`src/rtl/nip_pkg.sv`:
```
/*
 * shared constants, types and helpers of the nested interrupt priority block.
 * assumes one clock domain (pclk) and a byte-wide CPU condition code.
 */
package nip_pkg;

    // ****************************************
    // sizes and register indices
    // ****************************************
    localparam int         NUM_PAIRS = 14;
    localparam int         PUSH_BYTES = 4;
    localparam logic [7:0] IDX_PRIO0 = 8'h2c;
    localparam logic [7:0] IDX_PRIO1 = 8'h2d;
    localparam logic [7:0] IDX_PRIO2 = 8'h2e;
    localparam logic [7:0] IDX_PRIO3 = 8'h2f;
    localparam logic [7:0] IDX_CC    = 8'h30;

    // ****************************************
    // reset values and field positions
    // ****************************************
    localparam logic [7:0] PRIO_RST     = 8'hff;
    localparam logic [7:0] PRIO3_RO     = 8'hf0;
    localparam logic [7:0] CC_RST       = 8'hea;
    localparam logic [7:0] CC_FLAG_MASK = 8'h17;
    localparam logic [7:0] CC_ONES      = 8'hc0;
    localparam int         CC_I1        = 5;
    localparam int         CC_I0        = 3;

    // ****************************************
    // priority codes {high bit, low bit}
    // ****************************************
    localparam logic [1:0] LVL0 = 2'b10;
    localparam logic [1:0] LVL1 = 2'b01;
    localparam logic [1:0] LVL2 = 2'b00;
    localparam logic [1:0] LVL3 = 2'b11;

    // ****************************************
    // vectors and halt exit capability
    // ****************************************
    localparam logic [15:0]          VEC_RESET = 16'hfffe;
    localparam logic [15:0]          VEC_TRAP  = 16'hfffc;
    localparam logic [15:0]          VEC_BASE  = 16'hfffa;
    localparam logic [NUM_PAIRS-1:0] WAKE_MASK = 14'h0667;

    typedef enum logic [1:0] {ST_RESET, ST_RUN, ST_PUSH, ST_FETCH} nip_state_t;

    typedef struct packed {
        logic       instr_end;
        logic       irq_enable_instr;
        logic       sim;
        logic       halt;
        logic       wait_for_irq_instr;
        logic       trap;
        logic       pop_flags_instr;
        logic       irq_return_instr;
        logic       flags_we;
        logic [7:0] data;
    } nip_cpu_cmd_t;

    typedef struct packed {
        logic        push_stb;
        logic [1:0]  push_step;
        logic        vec_stb;
        logic [15:0] vec_addr;
        logic [3:0]  vec_idx;
    } nip_take_t;

    // level code to rank, 0 lowest
    function automatic logic [1:0] lvl_rank(input logic [1:0] code);
        unique case (code)
            LVL0: lvl_rank = 2'd0;
            LVL1: lvl_rank = 2'd1;
            LVL2: lvl_rank = 2'd2;
            LVL3: lvl_rank = 2'd3;
        endcase
    endfunction

    // vector address of a pair slot
    function automatic logic [15:0] pair_vec(input logic [3:0] idx);
        pair_vec = VEC_BASE - {11'h000, idx, 1'b0};
    endfunction

    // byte address of a register index
    function automatic logic [7:0] byte_addr(input logic [7:0] idx);
        byte_addr = {idx[5:0], 2'b00};
    endfunction

endpackage

```
`src/rtl/nip_top.sv`:
```
/*
 * nested interrupt priority controller: condition-code priority bits,
 * vector priority registers over apb, arbitration and interrupt entry.
 * assumes a cpu core that signals instruction ends and priority-changing
 * instructions, and peripherals that pulse their request set lines.
 */
// Decided for this implementation: register access over APB.
`timescale 1ns/1ps

module nip_top
    import nip_pkg::*;
(
    input  wire logic                   pclk,
    input  wire logic                   presetn,
    input  wire logic                   psel,
    input  wire logic                   penable,
    input  wire logic                   pwrite,
    input  wire logic [7:0]             paddr,
    input  wire logic [31:0]            pwdata,
    output logic      [31:0]            prdata,
    output logic                        pready,
    output logic                        pslverr,
    input  wire nip_cpu_cmd_t           cpu_cmd,
    input  wire logic                   tli_pin,
    input  wire logic [NUM_PAIRS-1:0]   src_set,
    input  wire logic [NUM_PAIRS-1:0]   src_clr,
    input  wire logic [NUM_PAIRS-1:0]   src_enable,
    output logic      [7:0]             condition_code,
    output nip_take_t                   take,
    output logic      [NUM_PAIRS-1:0]   src_ack,
    output logic                        halted,
    output logic                        halt_wake
);

    // ****************************************
    // declarations
    // ****************************************
    nip_state_t             state;
    logic [1:0]             push_cnt;
    logic [NUM_PAIRS-1:0]   pend;
    logic                   trap_pend;
    logic                   tli_s1;
    logic                   tli_s2;
    logic                   tli_s3;
    logic                   tli_edge;
    logic [31:0]            prio_bus;
    logic [2*NUM_PAIRS-1:0] pairs;
    logic                   win_valid;
    logic                   win_nmi;
    logic                   win_trap;
    logic [3:0]             win_idx;
    logic                   sel_nmi;
    logic                   sel_trap;
    logic [3:0]             sel_idx;
    logic [2:0]             rsel;
    logic                   setup;
    logic                   wr_fire;
    logic                   prio_we;
    logic                   cc_we;
    logic                   take_now;
    logic [1:0]             cur_lvl;
    logic [NUM_PAIRS-1:0]   ack_now;
    logic [7:0]             next_cc;

    // decode: 0..3 priority register, 4 condition code, 7 unmapped
    function automatic logic [2:0] reg_decode(input logic [7:0] a);
        if (a == byte_addr(IDX_PRIO0)) begin
            reg_decode = 3'h0;
        end else if (a == byte_addr(IDX_PRIO1)) begin
            reg_decode = 3'h1;
        end else if (a == byte_addr(IDX_PRIO2)) begin
            reg_decode = 3'h2;
        end else if (a == byte_addr(IDX_PRIO3)) begin
            reg_decode = 3'h3;
        end else if (a == byte_addr(IDX_CC)) begin
            reg_decode = 3'h4;
        end else begin
            reg_decode = 3'h7;
        end
    endfunction

    // ****************************************
    // apb slave, no wait states
    // ****************************************
    assign rsel    = reg_decode(paddr);
    assign setup   = psel && !penable;
    assign wr_fire = psel && penable && pready && pwrite && !pslverr;
    assign prio_we = wr_fire && !rsel[2];
    assign cc_we   = wr_fire && (rsel == 3'h4);

    always_ff @(posedge pclk or negedge presetn) begin
        if (!presetn) begin
            pready  <= 1'b0;
            pslverr <= 1'b0;
        end else begin
            pready  <= setup;
            pslverr <= setup && (rsel == 3'h7);
        end
    end

    always_ff @(posedge pclk or negedge presetn) begin
        if (!presetn) begin
            prdata <= 32'h0000_0000;
        end else if (setup && !pwrite) begin
            unique case (rsel)
                3'h0, 3'h1, 3'h2, 3'h3: prdata <= {24'h000000, prio_bus[8*rsel[1:0] +: 8]};
                3'h4:                   prdata <= {24'h000000, condition_code};
                default:                prdata <= 32'h0000_0000;
            endcase
        end
    end

    nip_prio_regs u_regs (
        .pclk    (pclk),
        .presetn (presetn),
        .wr_en   (prio_we),
        .wr_idx  (rsel[1:0]),
        .wr_data (pwdata[7:0]),
        .regs    (prio_bus)
    );

    assign pairs = prio_bus[2*NUM_PAIRS-1:0];

    // ****************************************
    // source latches
    // ****************************************
    always_ff @(posedge pclk or negedge presetn) begin
        if (!presetn) begin
            tli_s1 <= 1'b0;
            tli_s2 <= 1'b0;
            tli_s3 <= 1'b0;
        end else begin
            tli_s1 <= tli_pin;
            tli_s2 <= tli_s1;
            tli_s3 <= tli_s2;
        end
    end

    assign tli_edge = tli_s2 && !tli_s3;

    always_ff @(posedge pclk or negedge presetn) begin
        if (!presetn) begin
            pend <= '0;
        end else begin
            // a new request beats a clear in the same cycle
            pend <= (pend & ~(src_clr | ack_now)) | {src_set[NUM_PAIRS-1:1], tli_edge};
        end
    end

    always_ff @(posedge pclk or negedge presetn) begin
        if (!presetn) begin
            trap_pend <= 1'b0;
        end else if (cpu_cmd.trap && cpu_cmd.instr_end) begin
            trap_pend <= 1'b1;
        end else if (take_now && sel_trap) begin
            trap_pend <= 1'b0;
        end
    end

    // ****************************************
    // arbitration
    // ****************************************
    assign cur_lvl = {condition_code[CC_I1], condition_code[CC_I0]};

    nip_arbiter #(
        .N (NUM_PAIRS)
    ) u_arb (
        .cur_lvl   (cur_lvl),
        .pend      (pend),
        .enable    (src_enable | {{(NUM_PAIRS-1){1'b0}}, 1'b1}),
        .pairs     (pairs),
        .halted    (halted),
        .trap_pend (trap_pend),
        .win_valid (win_valid),
        .win_nmi   (win_nmi),
        .win_trap  (win_trap),
        .win_idx   (win_idx)
    );

    // ****************************************
    // entry sequence
    // ****************************************
    assign take_now = (state == ST_FETCH);
    assign ack_now  = (take_now && !sel_trap) ? NUM_PAIRS'(1) << sel_idx : '0;

    always_ff @(posedge pclk or negedge presetn) begin
        if (!presetn) begin
            state    <= ST_RESET;
            push_cnt <= 2'd0;
            sel_nmi  <= 1'b0;
            sel_trap <= 1'b0;
            sel_idx  <= 4'h0;
        end else begin
            unique case (state)
                ST_RESET: state <= ST_RUN;
                ST_RUN: begin
                    if ((cpu_cmd.instr_end || halted) && win_valid) begin
                        state    <= ST_PUSH;
                        push_cnt <= 2'd0;
                        sel_nmi  <= win_nmi;
                        sel_trap <= win_trap;
                        sel_idx  <= win_idx;
                    end
                end
                ST_PUSH: begin
                    push_cnt <= push_cnt + 2'd1;
                    if (push_cnt == 2'(PUSH_BYTES - 1)) begin
                        state <= ST_FETCH;
                    end
                end
                ST_FETCH: state <= ST_RUN;
            endcase
        end
    end

    always_ff @(posedge pclk or negedge presetn) begin
        if (!presetn) begin
            take    <= '0;
            src_ack <= '0;
        end else begin
            take.push_stb  <= (state == ST_PUSH);
            take.push_step <= push_cnt;
            take.vec_stb   <= (state == ST_RESET) || take_now;
            take.vec_idx   <= sel_idx;
            src_ack        <= ack_now;
            if (state == ST_RESET) begin
                take.vec_addr <= VEC_RESET;
            end else if (sel_trap) begin
                take.vec_addr <= VEC_TRAP;
            end else begin
                take.vec_addr <= pair_vec(sel_idx);
            end
        end
    end

    // ****************************************
    // halt tracking
    // ****************************************
    always_ff @(posedge pclk or negedge presetn) begin
        if (!presetn) begin
            halted    <= 1'b0;
            halt_wake <= 1'b0;
        end else begin
            halt_wake <= halted && win_valid && (state == ST_RUN);
            if (take_now) begin
                halted <= 1'b0;
            end else if (cpu_cmd.halt && cpu_cmd.instr_end) begin
                halted <= 1'b1;
            end
        end
    end

    // ****************************************
    // condition code
    // ****************************************
    always_comb begin
        next_cc = condition_code;
        if (take_now) begin
            if (sel_nmi) begin
                next_cc[CC_I1] = LVL3[1];
                next_cc[CC_I0] = LVL3[0];
            end else begin
                next_cc[CC_I1] = pairs[2*sel_idx + 1];
                next_cc[CC_I0] = pairs[2*sel_idx];
            end
        end else if (cc_we) begin
            next_cc = pwdata[7:0] | CC_ONES;
        end else if (cpu_cmd.instr_end) begin
            if (cpu_cmd.pop_flags_instr || cpu_cmd.irq_return_instr) begin
                next_cc = cpu_cmd.data | CC_ONES;
            end else begin
                if (cpu_cmd.flags_we) begin
                    next_cc = (condition_code & ~CC_FLAG_MASK) | (cpu_cmd.data & CC_FLAG_MASK);
                end
                if (cpu_cmd.sim || cpu_cmd.trap) begin
                    next_cc[CC_I1] = LVL3[1];
                    next_cc[CC_I0] = LVL3[0];
                end else if (cpu_cmd.irq_enable_instr || cpu_cmd.halt || cpu_cmd.wait_for_irq_instr) begin
                    next_cc[CC_I1] = LVL0[1];
                    next_cc[CC_I0] = LVL0[0];
                end
            end
        end
    end

    always_ff @(posedge pclk or negedge presetn) begin
        if (!presetn) begin
            condition_code <= CC_RST;
        end else begin
            condition_code <= next_cc;
        end
    end

endmodule

```
`src/rtl/nip_prio_regs.sv`:
```
/*
 * the four vector priority registers with per-pair write filtering.
 * assumes write strobe and index come decoded from the bus slave.
 */
`timescale 1ns/1ps
module nip_prio_regs
    import nip_pkg::*;
(
    input  wire logic                   pclk,
    input  wire logic                   presetn,
    input  wire logic                   wr_en,
    input  wire logic [1:0]             wr_idx,
    input  wire logic [7:0]             wr_data,
    output logic      [4*8-1:0]         regs
);

    // ****************************************
    // storage
    // ****************************************
    logic [7:0] bank [4];

    function automatic logic [7:0] merge(input logic [7:0] old, input logic [7:0] nw);
        logic [7:0] res;
        res = old;
        for (int p = 0; p < 4; p++) begin
            if (nw[2*p +: 2] != LVL0) begin
                res[2*p +: 2] = nw[2*p +: 2];
            end
        end
        merge = res;
    endfunction

    always_ff @(posedge pclk or negedge presetn) begin
        if (!presetn) begin
            for (int r = 0; r < 4; r++) begin
                bank[r] <= PRIO_RST;
            end
        end else if (wr_en) begin
            bank[wr_idx] <= merge(bank[wr_idx], wr_data);
        end
    end

    always_comb begin
        regs = {bank[3] | PRIO3_RO, bank[2], bank[1], bank[0]};
    end

endmodule

```
`src/rtl/nip_arbiter.sv`:
```
/*
 * picks the request to service from pending sources and current level.
 * assumes pending latches and enables are held by the caller.
 */
`timescale 1ns/1ps
module nip_arbiter
    import nip_pkg::*;
#(
    parameter int N = NUM_PAIRS
)
(
    input  wire logic [1:0]             cur_lvl,
    input  wire logic [N-1:0]           pend,
    input  wire logic [N-1:0]           enable,
    input  wire logic [2*N-1:0]         pairs,
    input  wire logic                   halted,
    input  wire logic                   trap_pend,
    output logic                        win_valid,
    output logic                        win_nmi,
    output logic                        win_trap,
    output logic [3:0]                  win_idx
);

    // wake mask and slot index only cover the documented pair count
    if (N < 2 || N > NUM_PAIRS) begin
        $error("nip_arbiter: pair count out of range");
    end

    logic [1:0] best;
    logic       found;
    logic       elig;

    always_comb begin
        best      = 2'd0;
        found     = 1'b0;
        elig      = 1'b0;
        win_idx   = 4'h0;
        win_nmi   = 1'b0;
        win_trap  = 1'b0;
        // walk from lowest hardware priority so lower slots win ties
        for (int i = N - 1; i >= 1; i--) begin
            elig = pend[i] && enable[i] && (!halted || WAKE_MASK[i]);
            if (elig && lvl_rank(pairs[2*i +: 2]) > lvl_rank(cur_lvl)) begin
                if (!found || lvl_rank(pairs[2*i +: 2]) >= best) begin
                    best    = lvl_rank(pairs[2*i +: 2]);
                    found   = 1'b1;
                    win_idx = 4'(i);
                end
            end
        end
        if (trap_pend) begin
            found    = 1'b1;
            win_trap = 1'b1;
            win_nmi  = 1'b1;
            win_idx  = 4'h0;
        end else if (pend[0]) begin
            found   = 1'b1;
            win_nmi = 1'b1;
            win_idx = 4'h0;
        end
        win_valid = found;
    end

endmodule

```
`config.mk`:
```
export PLATFORM = sky130hd
export DESIGN_NAME = nip_top
export DESIGN_NICKNAME = d
export VERILOG_FILES = /design/src/rtl/nip_pkg.sv /design/src/rtl/nip_top.sv /design/src/rtl/nip_prio_regs.sv /design/src/rtl/nip_arbiter.sv
export SDC_FILE = /design/constraint.sdc
export NUM_CORES = 1
export LEC_CHECK = 0
export BUFFER_PORTS_ARGS = -buffer_cell sky130_fd_sc_hd__clkbuf_2
export CAP_MARGIN = 20
export CORE_MARGIN = 1
export CORE_UTILIZATION = 50
export DETAILED_ROUTE_END_ITERATION = 12
export PLACE_DENSITY = 0.85
export SYNTH_ARGS = -nofsm -noshare
export SYNTH_HDL_FRONTEND = slang
export SYNTH_SLANG_ARGS = --single-unit
```
`constraint.sdc`:
```
create_clock -name pclk -period 29.3 [get_ports pclk]
set_clock_uncertainty 0.2 [all_clocks]
set_input_delay 1.465 -clock pclk [delete_from_list [all_inputs] [get_ports pclk]]
set_output_delay 1.465 -clock pclk [all_outputs]
set_load 0.03 [all_outputs]
```
==> results of run 1 <==
==> where the power goes <==
part / leakage, nW / internal (mW) / switching (mW) / total, mW
combinational: 2.64 / 0.158 / 0.245 / 0.402
clock: 0.140 / 0.0626 / 0.0565 / 0.119
sequential: 1.24 / 0.172 / 0.0326 / 0.205
==> worst reg2reg max path: cells and delay by family, from the launching register on <==
kind                     cells  cell delay, ns
flip-flops                   1            0.61
AND/OR/NAND/NOR             26            3.65
multiplexers                 6            1.81
buffers and inverters        7            0.93
AO/OA/AOI/OAI               30            6.15
adder cells (fa/ha/maj)     14            3.87
==> sequential cells by signal, summed over array words and instances, names as in the netlist <==
name and cells:
u_regs.regs 28, pend 14, src_ack 14, take 14, prdata 8, condition_code 7, sel_idx 4, u_regs.bank 4
push_cnt 2, state 2, halt_wake 1, halted 1, pready 1, pslverr 1, sel_nmi 1, sel_trap 1
tli_s1 1, tli_s2 1, tli_s3 1, trap_pend 1
==> cells by family (layout without fill, tap and decap cells) <==
logic type	count (synthesis)	after routing	synth area share [%]
and+or+nand+nor	264	264	17.0
DFF	107	107	35.9
buffers and inverters	107	207	7.17
muxes	22	22	4.53
AOI/OAI and AO/OA	210	210	20.4
xor gates and xnor gates	1	1	0.115
other	2	26	0.0990
adders and majority gates	90	90	14.8
==> cell usage in the layout, fill, tap and decap left out, drive strengths merged, types with 25 or more instances in the layout <==
master / instances
a21oi: 36
clkbuf: 144
conb: 26
dfrtp: 71
dfstp: 36
ha: 90
inv: 56
nand2: 95
nand2b: 31
nor2: 64
o21ai: 51
o21bai: 25
==> worst min-delay path by stage <==
stage	start	endpoint	cells past startpoint
floorplan	tli_s1	tli_s2	0
global placement	tli_s1	tli_s2	0
detailed placement	tli_s1	tli_s2	0
CTS	tli_s1	tli_s2	0
global route	tli_s1	tli_s2	0
finish	tli_s1	tli_s2	0
==> area by class of cell <==
type / instances / area, um^2 / share of cell area (%)
Sequential cell: 107 / 2720 / 31.8
Timing Repair Buffer: 137 / 696 / 8.13
Multi-Input combinational cell: 613 / 4420 / 51.6
Inverter: 54 / 205 / 2.40
Tap cell: 184 / 230 / 2.69
Clock buffer: 11 / 253 / 2.95
Clock inverter: 5 / 33.8 / 0.395
==> metal layers <==
metal	up-vias	GRT usage [%]	wire (um)
li1	3031	-	-
met1	3125	33.2	8190
met2	240	41.3	9010
met3	45	3.59	1050
met4	0	11.7	650
met5	-	0	0
==> metrics by stage <==
step	instance area, um^2	util [%]	power [mW]	cells
2_1_floorplan	7680	-	0.503	827
3_3_place_gp	8270	56.5	0.583	1094
3_5_place_dp	8270	56.5	0.601	1094
4_1_cts	8550	58.4	0.724	1110
5_1_grt	8560	58.4	0.782	1111
6_report	8560	58.4	0.726	1111
==> results.md, run 1 <==
- Slowest cell on the critical path: sky130_fd_sc_hd__dfstp_2
- Cell count after synthesis: 803
- Summed negative setup slack over all endpoints: 0 ns
- Largest buffer count on any clock path: 2
- Crit path depth: 83
- Most frequently used flop master after synthesis: sky130_fd_sc_hd__dfrtp_1
- H-tree depth reported by CTS: 3
- Crit path max fanout: 13
- Fraction of layout cells with a size suffix above 1: 25.4%
- Data required time of the worst path: 29.36 ns
- Number of buffers inserted during clock tree synthesis: 9
- Critical path endpoint category: flip-flop
- Leak pwr: 4.01 nW
- Unrepaired setup endpoints after global routing: no
- GPL Wtd Cong: 0.917
- Highest achievable clock rate: 57.8 MHz
- Critical path data arrival time: 17.36 ns
- Number of buffers inserted by hold repair at cts: 0
- Critical path's top delay family: compound AO/OA/AOI/OAI gates
- Total via count after detailed routing: 6441
- Distinct cells, synth: 87
- Wire length of the first global-routing pass: 31.4 mm
- Global-route usage over all layers: 25.2%
- Number of nets in the layout: 1117
- Total count of max-transition violations in the final report: 0
- Class of the tightest hold or removal check: flip-flop to flip-flop
- Worst hold margin: 0.152 ns
- Post-cts repair resize count: 0
- Initial cell density of the core: 51.8%
- Part of the Yosys area used for sequential elements: 35.9%
- Core Rows: 44
- Count of buffers inserted at the top-level ports: 133
- Count of inserted antenna diode cells: 0
- Crit-path most repeated cell: sky130_fd_sc_hd__ha_1
- Post-detail-place hpwl: 14.3 mm
- TritonCTS clock tree: done
- Die area: 0.0157 mm^2
- Post-synthesis instance area: 0.00759 mm^2
- Antenna violations before repair: 0
- Max rail drop VDD: 76.9 uV
- Horizontal die dimension: 125 um
- Worst R2R Start: condition_code[3]
- Post-synthesis to final-layout area growth: 12.8%
- Max_slew headroom: 39.4%
- Total power per unit cell area: 84.8 mW/mm^2
- Worst setup path start: condition_code[3]
- Synthesis Warnings: 0
- Fin. Hold Viols: 0
- Via density per instance: 5.80
- Slack of the critical path: 12.00 ns
- Setup slack of the worst register-to-register path: 12.00 ns
- Worst R2R End: sel_idx[3]
- Vias in the first global route: 6209
- Remaining design rule violation count: 2
- Number of nets with antenna violations after routing: 0
- Number of top-level pins: 187
- Number of enable-type register cells in the synthesized netlist: 0
- CTS sink count: 107
- Maximum number of pins on one net before global-route repair: 69
- Core Box Area: 0.0146 mm^2
- Aggregate global routing overflow: 0
- Post-placement worst setup slack: 12.35 ns
- Die boundary height: 125 um
- Average routed wire per standard cell: 17.0 um
- Worst skew pair latency: 0.35 ns
- Library cell used as clock root buffer: sky130_fd_sc_hd__clkbuf_16
- Total setup buffers inserted after CTS: 0
- Largest stage delay on the critical path: 0.61 ns
- Slew at the pin with the worst max-slew slack: 0.905 ns
- Number of optimization iterations in the first detailed-route pass: 12
- Mean Syn Cell Area: 9.45 um^2
- Max Cap Viol: 0
- Violations in the final reports: design-rule violations
- Sum of buffers and inverters on the critical path: 7
- Post-Route WL: 18.9 mm
- Worst setup path end: sel_idx[3]
- Leading cell types by count after synthesis: sky130_fd_sc_hd__nand2_1, sky130_fd_sc_hd__ha_1, sky130_fd_sc_hd__dfrtp_1
- First-iteration detailed-routing DRC count: 499
- Cell with the most instances after synthesis: sky130_fd_sc_hd__nand2_1
- FF+latch count, synth: 107
- Final period demand of the worst path: 17.30 ns
- Status: finished with violations
- Layout filler cell count: 1233
- Critical Path Start Type: flip-flop
- Cell taking the most area after synthesis: sky130_fd_sc_hd__dfrtp_1
- Post-route clock period utilization: 59.0%
- Area contributors post-synth: sky130_fd_sc_hd__dfrtp_1, sky130_fd_sc_hd__ha_1, sky130_fd_sc_hd__dfstp_2, sky130_fd_sc_hd__nand2_1, sky130_fd_sc_hd__buf_4
- Share of synthesized flip-flops with an asynchronous set or reset: 100%
- Proportion of netlist area held by the largest area contributor: 23.4%
- Depth of the worst register-to-register path: 83
- Worst setup path class: flip-flop to flip-flop
- Finish-stage setup viols: 0
- Clock-pin slew of the registers on the worst-case setup and hold paths: 0.07 ns
No activity file was read; power rests on OpenSTA's default activity.
==> run 2, diff against run 1 <==
--- a/config.mk
+++ b/config.mk
@@ -8,9 +8,9 @@
 export BUFFER_PORTS_ARGS = -buffer_cell sky130_fd_sc_hd__clkbuf_2
 export CAP_MARGIN = 20
 export CORE_MARGIN = 1
-export CORE_UTILIZATION = 50
+export CORE_UTILIZATION = 49
 export DETAILED_ROUTE_END_ITERATION = 12
-export PLACE_DENSITY = 0.85
+export PLACE_DENSITY = 0.86
 export SYNTH_ARGS = -nofsm -noshare
 export SYNTH_HDL_FRONTEND = slang
 export SYNTH_SLANG_ARGS = --single-unit
==> constraint.sdc (replaced) <==
create_clock -name pclk -period 15.8 [get_ports pclk]
set_clock_uncertainty 0.2 [all_clocks]
set_input_delay 0.79 -clock pclk [delete_from_list [all_inputs] [get_ports pclk]]
set_output_delay 0.79 -clock pclk [all_outputs]
set_load 0.03 [all_outputs]
==> results.md, run 2 (same netlist as run 1, synthesis figures left out) <==
- Status: finished clean (was finished with violations)
- Vias in the first global route: 6171 (was 6209)
- CTS sink count: 107 (unchanged)
- Aggregate global routing overflow: 0 (unchanged)
- Count of buffers inserted at the top-level ports: 133 (unchanged)
- Crit path max fanout: 5 (was 13)
- Core Rows: 45 (was 44)
- Power share of the sequential group: 23.3% (was 28.2%)
- Worst hold margin: 0.152 ns (about the same)
- TritonCTS clock tree: done (unchanged)
- Critical path endpoint category: flip-flop (unchanged)
- Post-synthesis to final-layout area growth: 21.9% (was 12.8%)
- GPL Wtd Cong: 0.896 (was 0.917)
- Worst setup path class: flip-flop to flip-flop (unchanged)
- Via density per instance: 5.98 (was 5.80)
- Number of buffers inserted by hold repair at cts: 0 (unchanged)
- Number of nets with antenna violations after routing: 0 (unchanged)
- Horizontal die dimension: 126 um (was 125 um)
- Initial cell density of the core: 50.1% (was 51.8%)
- Slew at the pin with the worst max-slew slack: 0.963 ns (was 0.905 ns)
- Number of flip-flops under the largest register name: 28 (unchanged)
- H-tree depth reported by CTS: 3 (unchanged)
- Total via count after detailed routing: 6923 (was 6441)
- Critical Path Start Type: flip-flop (unchanged)
- Net load switching power: 0.735 mW (was 0.334 mW)
- Clock-pin slew of the registers on the worst-case setup and hold paths: 0.07 ns (about the same)
- Antenna violations before repair: 0 (unchanged)
- Number of top-level pins: 187 (unchanged)
- Non-Filler Cell Area, Final: 0.00925 mm^2 (was 0.00856 mm^2)
- First-iteration detailed-routing DRC count: 656 (was 499)
- Fin. Hold Viols: 0 (unchanged)
- Post-detail-place hpwl: 14.5 mm (was 14.3 mm)
- Core Box Area: 0.0151 mm^2 (was 0.0146 mm^2)
- Class of the tightest hold or removal check: flip-flop to flip-flop (unchanged)
- Crit-path most repeated cell: sky130_fd_sc_hd__ha_1 (unchanged)
- Max_slew headroom: 35.6% (was 39.4%)
- Commonest non-fill, non-tap cell in the layout: sky130_fd_sc_hd__clkbuf_2 (unchanged)
- Largest stage delay on the critical path: 0.60 ns (was 0.61 ns)
- Number of optimization iterations in the first detailed-route pass: 5 (was 12)
- Share of total power in combinational logic: 61.4% (was 55.4%)
- Worst skew pair latency: 0.36 ns (was 0.35 ns)
- Library cell used as clock root buffer: sky130_fd_sc_hd__clkbuf_16 (unchanged)
- Area of placed instances: 0.00837 mm^2 (was 0.00827 mm^2)
- Remaining design rule violation count: 0 (was 2)
- Final period demand of the worst path: 15.67 ns (was 17.30 ns)
- Finish-stage setup viols: 0 (unchanged)
- Largest buffer count on any clock path: 2 (unchanged)
- Wire length of the first global-routing pass: 30.9 mm (was 31.4 mm)
- Layout filler cell count: 1158 (was 1233)
- Highest-count cells in the layout ignoring fill and taps: sky130_fd_sc_hd__clkbuf_2, sky130_fd_sc_hd__nand2_1, sky130_fd_sc_hd__ha_1, sky130_fd_sc_hd__dfrtp_1, sky130_fd_sc_hd__nor2_1 (unchanged)
- Number of cells on the worst hold path: 0 (unchanged)
- Net switching share of the total power: 45.5% (was 45.9%)
- Leak pwr: 4.35 nW (was 4.01 nW)
- Number of nets in the layout: 1160 (was 1117)
- Internal: 0.880 mW (was 0.393 mW)
- Count of inserted antenna diode cells: 0 (unchanged)
- Number of buffers inserted during clock tree synthesis: 9 (unchanged)
- Maximum number of pins on one net before global-route repair: 67 (was 69)
- Critical path data arrival time: 15.73 ns (was 17.36 ns)
- Post-route clock period utilization: 99.2% (was 59.0%)
- Max rail drop VDD: 116 uV (was 76.9 uV)
- Global-route usage over all layers: 24.7% (was 25.2%)
- Fraction of layout cells with a size suffix above 1: 33.3% (was 25.4%)
- Total count of max-transition violations in the final report: 0 (unchanged)
- Die boundary height: 126 um (was 125 um)
- Total power per unit cell area: 174 mW/mm^2 (was 84.8 mW/mm^2)
- Slowest cell on the critical path: sky130_fd_sc_hd__dfstp_2 (unchanged)
- Average routed wire per standard cell: 18.8 um (was 17.0 um)
- Post-Route WL: 21.8 mm (was 18.9 mm)
- Die area: 0.0160 mm^2 (was 0.0157 mm^2)
- Depth of the worst register-to-register path: 82 (was 83)
- Data required time of the worst path: 15.86 ns (was 29.36 ns)
- Clock power share: 15.4% (was 16.4%)
- Max Cap Viol: 0 (unchanged)
- Highest achievable clock rate: 63.8 MHz (was 57.8 MHz)
## run 2: cell count changes in the layout (fill, tap and decap cells not counted), sizes merged
cell,change
buf,+44
bufinv,+2
clkbuf,-2
clkinv,-1
## run 2: layer usage
layer  vias up  routed length, um  global-route usage (%)
met5         -                  0                       0
met4         0                937                    11.3
met3        86               1500                    3.29
met2       384              10700                    41.9
met1      3331               8680                    31.5
li1       3122                  -                       -
## run 2: path summary, 6_finish.rpt
check / from / to / slack, ns
min in group asynchronous: presetn / take[18] / 0.32
worst max-delay path: u_regs.regs[27] / sel_idx[3] / 0.13
worst min-delay path: tli_s1 / tli_s2 / 0.15
worst max register to register: u_regs.regs[27] / sel_idx[3] / 0.13
max in group asynchronous: presetn / condition_code[3] / 14.01
worst min register to register: tli_s1 / tli_s2 / 0.15
## run 2: final cells by class
cell class | count | area [um^2] | share of cell area, %
Timing Repair Buffer | 180 | 1030 | 11.1
Clock inverter | 6 | 96.3 | 1.04
Inverter | 54 | 205 | 2.22
Multi-Input combinational cell | 613 | 4740 | 51.2
Tap cell | 188 | 235 | 2.54
Clock buffer | 10 | 229 | 2.47
Sequential cell | 107 | 2720 | 29.4
## run 2: worst max-delay path, delay by kind of cell (launching register included)
family,cells,cell delay [ns]
AO/OA/AOI/OAI,30,5.88
adder cells (fa/ha/maj),14,3.83
buffers and inverters,8,0.75
flip-flops,1,0.60
multiplexers,5,1.33
AND/OR/NAND/NOR,25,2.95
## run 2: repair_timing
action	in CTS	in global routing
endpoints found under the setup margin	4	4
buffers inserted	4	26
hold endpoints to repair	0	0
pin swaps	2	38
resized for setup	9	52
## run 2: per-stage QoR
step / total power [mW] / instances / setup TNS (ns) / worst slack (ns) / util (%)
after CTS: 1.43 / 1131 / 0 / 0.0341 / 57.9
after global placement: 1.12 / 1111 / 0 / 0.158 / 55.3
after floorplan: 0.933 / 827 / 0 / 0.468 / -
final: 1.61 / 1158 / 0 / 0.130 / 61.1
after global routing: 1.71 / 1158 / -1.40 / -0.412 / 61.1
after detailed placement: 1.15 / 1111 / -0.853 / -0.330 / 55.3
## run 2: power groups by stage
stage | Clock, mW | Sequential [mW] | Combinational (mW)
2_1_floorplan | 0 | 0.401 | 0.533
3_3_place_gp | 0 | 0.378 | 0.745
3_5_place_dp | 0 | 0.379 | 0.774
4_1_cts | 0.250 | 0.375 | 0.808
5_1_grt | 0.261 | 0.382 | 1.07
6_report | 0.248 | 0.376 | 0.991
==> run 3, diff against run 2 <==
--- a/config.mk
+++ b/config.mk
@@ -10,7 +10,9 @@
 export CORE_MARGIN = 1
 export CORE_UTILIZATION = 49
 export DETAILED_ROUTE_END_ITERATION = 12
+export HOLD_SLACK_MARGIN = 0.03
 export PLACE_DENSITY = 0.86
+export RECOVER_POWER = 25
 export SYNTH_ARGS = -nofsm -noshare
 export SYNTH_HDL_FRONTEND = slang
 export SYNTH_SLANG_ARGS = --single-unit
==> results.md, run 3 (same netlist as run 1, synthesis figures left out) <==
- Fin. Hold Viols: 0 (unchanged)
- Number of non-filler instances in the completed layout: 1158 (unchanged)
- Library cell used as clock root buffer: sky130_fd_sc_hd__clkbuf_16 (unchanged)
- CTS sink count: 107 (unchanged)
- Critical path data arrival time: 15.74 ns (was 15.73 ns)
- Worst setup path class: flip-flop to flip-flop (unchanged)
- Clock-pin slew of the registers on the worst-case setup and hold paths: 0.07 ns (about the same)
- Average routed wire per standard cell: 18.8 um (about the same)
- Slew at the pin with the worst max-slew slack: 3.61 ns (was 0.963 ns)
- Wire length of the first global-routing pass: 30.9 mm (unchanged)
- Post-detail-place hpwl: 14.5 mm (unchanged)
- Critical path endpoint category: flip-flop (unchanged)
- Largest buffer count on any clock path: 2 (unchanged)
- Antenna violations before repair: 0 (unchanged)
- Origin of the worst min-delay path: tli_s1 (unchanged)
- Crit path max fanout: 5 (unchanged)
- Die boundary height: 126 um (unchanged)
- Total placed cells including tap cells: 1111 (unchanged)
- Total via count after detailed routing: 6904 (was 6923)
- Max rail drop VDD: 116 uV (about the same)
- Global-route usage over all layers: 24.7% (unchanged)
- Largest stage delay on the critical path: 0.61 ns (was 0.60 ns)
- Highest-count cells in the layout ignoring fill and taps: sky130_fd_sc_hd__clkbuf_2, sky130_fd_sc_hd__nand2_1, sky130_fd_sc_hd__ha_1, sky130_fd_sc_hd__dfrtp_1, sky130_fd_sc_hd__nor2_1 (unchanged)
- Number of nets in the layout: 1160 (unchanged)
- Count of buffers inserted at the top-level ports: 133 (unchanged)
- Remaining design rule violation count: 0 (unchanged)
- Leak pwr: 4.35 nW (about the same)
- First-iteration detailed-routing DRC count: 656 (unchanged)
- Violations in the final reports: max-capacitance violations, max-slew violations
- Aggregate global routing overflow: 0 (unchanged)
- Maximum number of pins on one net before global-route repair: 67 (unchanged)
- Total count of max-transition violations in the final report: 67 (was 0)
- Number of top-level pins: 187 (unchanged)
- Data required time of the worst path: 15.86 ns (about the same)
- Layout filler cell count: 1159 (was 1158)
- Die area: 0.0160 mm^2 (unchanged)
- Multi-input gate area in the final layout: 0.00474 mm^2 (unchanged)
- Commonest non-fill, non-tap cell in the layout: sky130_fd_sc_hd__clkbuf_2 (unchanged)
- H-tree depth reported by CTS: 3 (unchanged)
- Number of buffers inserted by hold repair at cts: 0 (unchanged)
- Status: finished with violations (was finished clean)
- Initial cell density of the core: 50.1% (unchanged)
- Share of the core filled with cells in the final layout: 61.1% (about the same)
- Slowest cell on the critical path: sky130_fd_sc_hd__dfstp_2 (unchanged)
- Number of nets with antenna violations after routing: 0 (unchanged)
- Final period demand of the worst path: 15.68 ns (was 15.67 ns)
- Finish-stage setup viols: 0 (unchanged)
- Number of flip-flops under the largest register name: 28 (unchanged)
- Worst R2R Start: u_regs.regs[27] (unchanged)
- Post-route clock period utilization: 99.2% (about the same)
- Total power per unit cell area: 175 mW/mm^2 (was 174 mW/mm^2)
- GPL Wtd Cong: 0.896 (unchanged)
- Fraction of layout cells with a size suffix above 1: 33.2% (was 33.3%)
- Max_slew headroom: -141% (was 35.6%)
- Count of inserted antenna diode cells: 0 (unchanged)
- Core Box Area: 0.0151 mm^2 (unchanged)
- Vias in the first global route: 6171 (unchanged)
- Highest achievable clock rate: 63.8 MHz (about the same)
- Horizontal die dimension: 126 um (unchanged)
- Via density per instance: 5.96 (was 5.98)
- Worst skew pair latency: 0.36 ns (about the same)
- Post-synthesis to final-layout area growth: 21.9% (about the same)
- Core Rows: 45 (unchanged)
- TritonCTS clock tree: done (unchanged)
- Crit-path most repeated cell: sky130_fd_sc_hd__ha_1 (unchanged)
- Worst setup path start: u_regs.regs[27] (unchanged)
- FF/Latch Area: 0.00272 mm^2 (unchanged)
- Max Cap Viol: 1 (was 0)
- Number of optimization iterations in the first detailed-route pass: 5 (unchanged)
- Post-Route WL: 21.8 mm (about the same)
- Number of buffers inserted during clock tree synthesis: 9 (unchanged)
- Class of the tightest hold or removal check: flip-flop to flip-flop (unchanged)
- Summed negative setup slack over all endpoints: 0 ns (unchanged)
- Critical Path Start Type: flip-flop (unchanged)
## run 3: critical path: cells and delay by family, from the launching register on
kind / cells / cell delay [ns]
AO/OA/AOI/OAI: 30 / 5.68
adder cells (fa/ha/maj): 14 / 3.71
buffers and inverters: 8 / 0.68
flip-flops: 1 / 0.61
multiplexers: 5 / 1.33
AND/OR/NAND/NOR: 26 / 3.33
## run 3: final cells by class
class | instances | share of cell area (%)
clock buffer | 10 | 2.48
clock inverter | 6 | 1.04
inverter | 54 | 2.22
multi-input combinational | 613 | 51.2
sequential | 107 | 29.4
tap | 188 | 2.54
timing repair buffer | 180 | 11.1
## run 3: final timing paths
check | endpoint | slack [ns] | cells past startpoint
setup / recovery | sel_idx[3] | 0.12 | 83
hold / removal | tli_s2 | 0.15 | 0
setup reg to reg | sel_idx[3] | 0.12 | 83
hold reg to reg | tli_s2 | 0.15 | 0
max in group asynchronous | pend[11] | 11.89 | 1
min in group asynchronous | take[18] | 1.45 | 1
## run 3: layer usage
metal	up-vias	GRT usage (%)	wire length, um
li1	3115	-	-
met1	3312	31.5	8660
met2	388	41.9	10600
met3	89	3.29	1510
met4	0	11.3	981
met5	-	0	0
## run 3: what timing repair did
| item | CTS | global route |
|---|---|---|
| setup buffers | 4 | 26 |
| endpoints found under the setup margin | 4 | 4 |
| pin swaps | 2 | 38 |
| gates resized for setup | 9 | 52 |
## run 3: through the flow
stage / hold WS (ns) / setup slack, ns / power (mW) / cell area [um^2]
after detailed placement: 0.139 / -0.330 / 1.15 / 8370
after CTS: 0.155 / 0.0341 / 1.43 / 8770
after global routing: 0.161 / -0.412 / 1.71 / 9250
after global placement: 0.133 / 0.158 / 1.12 / 8370
final: 0.152 / 0.121 / 1.61 / 9250
after floorplan: 0.131 / 0.468 / 0.933 / 7680
## run 3: power by group
part / leakage, nW / switching [mW] / total (mW) / internal [mW]
clock: 0.155 / 0.107 / 0.248 / 0.141
sequential: 1.24 / 0.0572 / 0.376 / 0.319
combinational: 2.96 / 0.571 / 0.990 / 0.419
total: 4.35 / 0.735 / 1.61 / 0.879
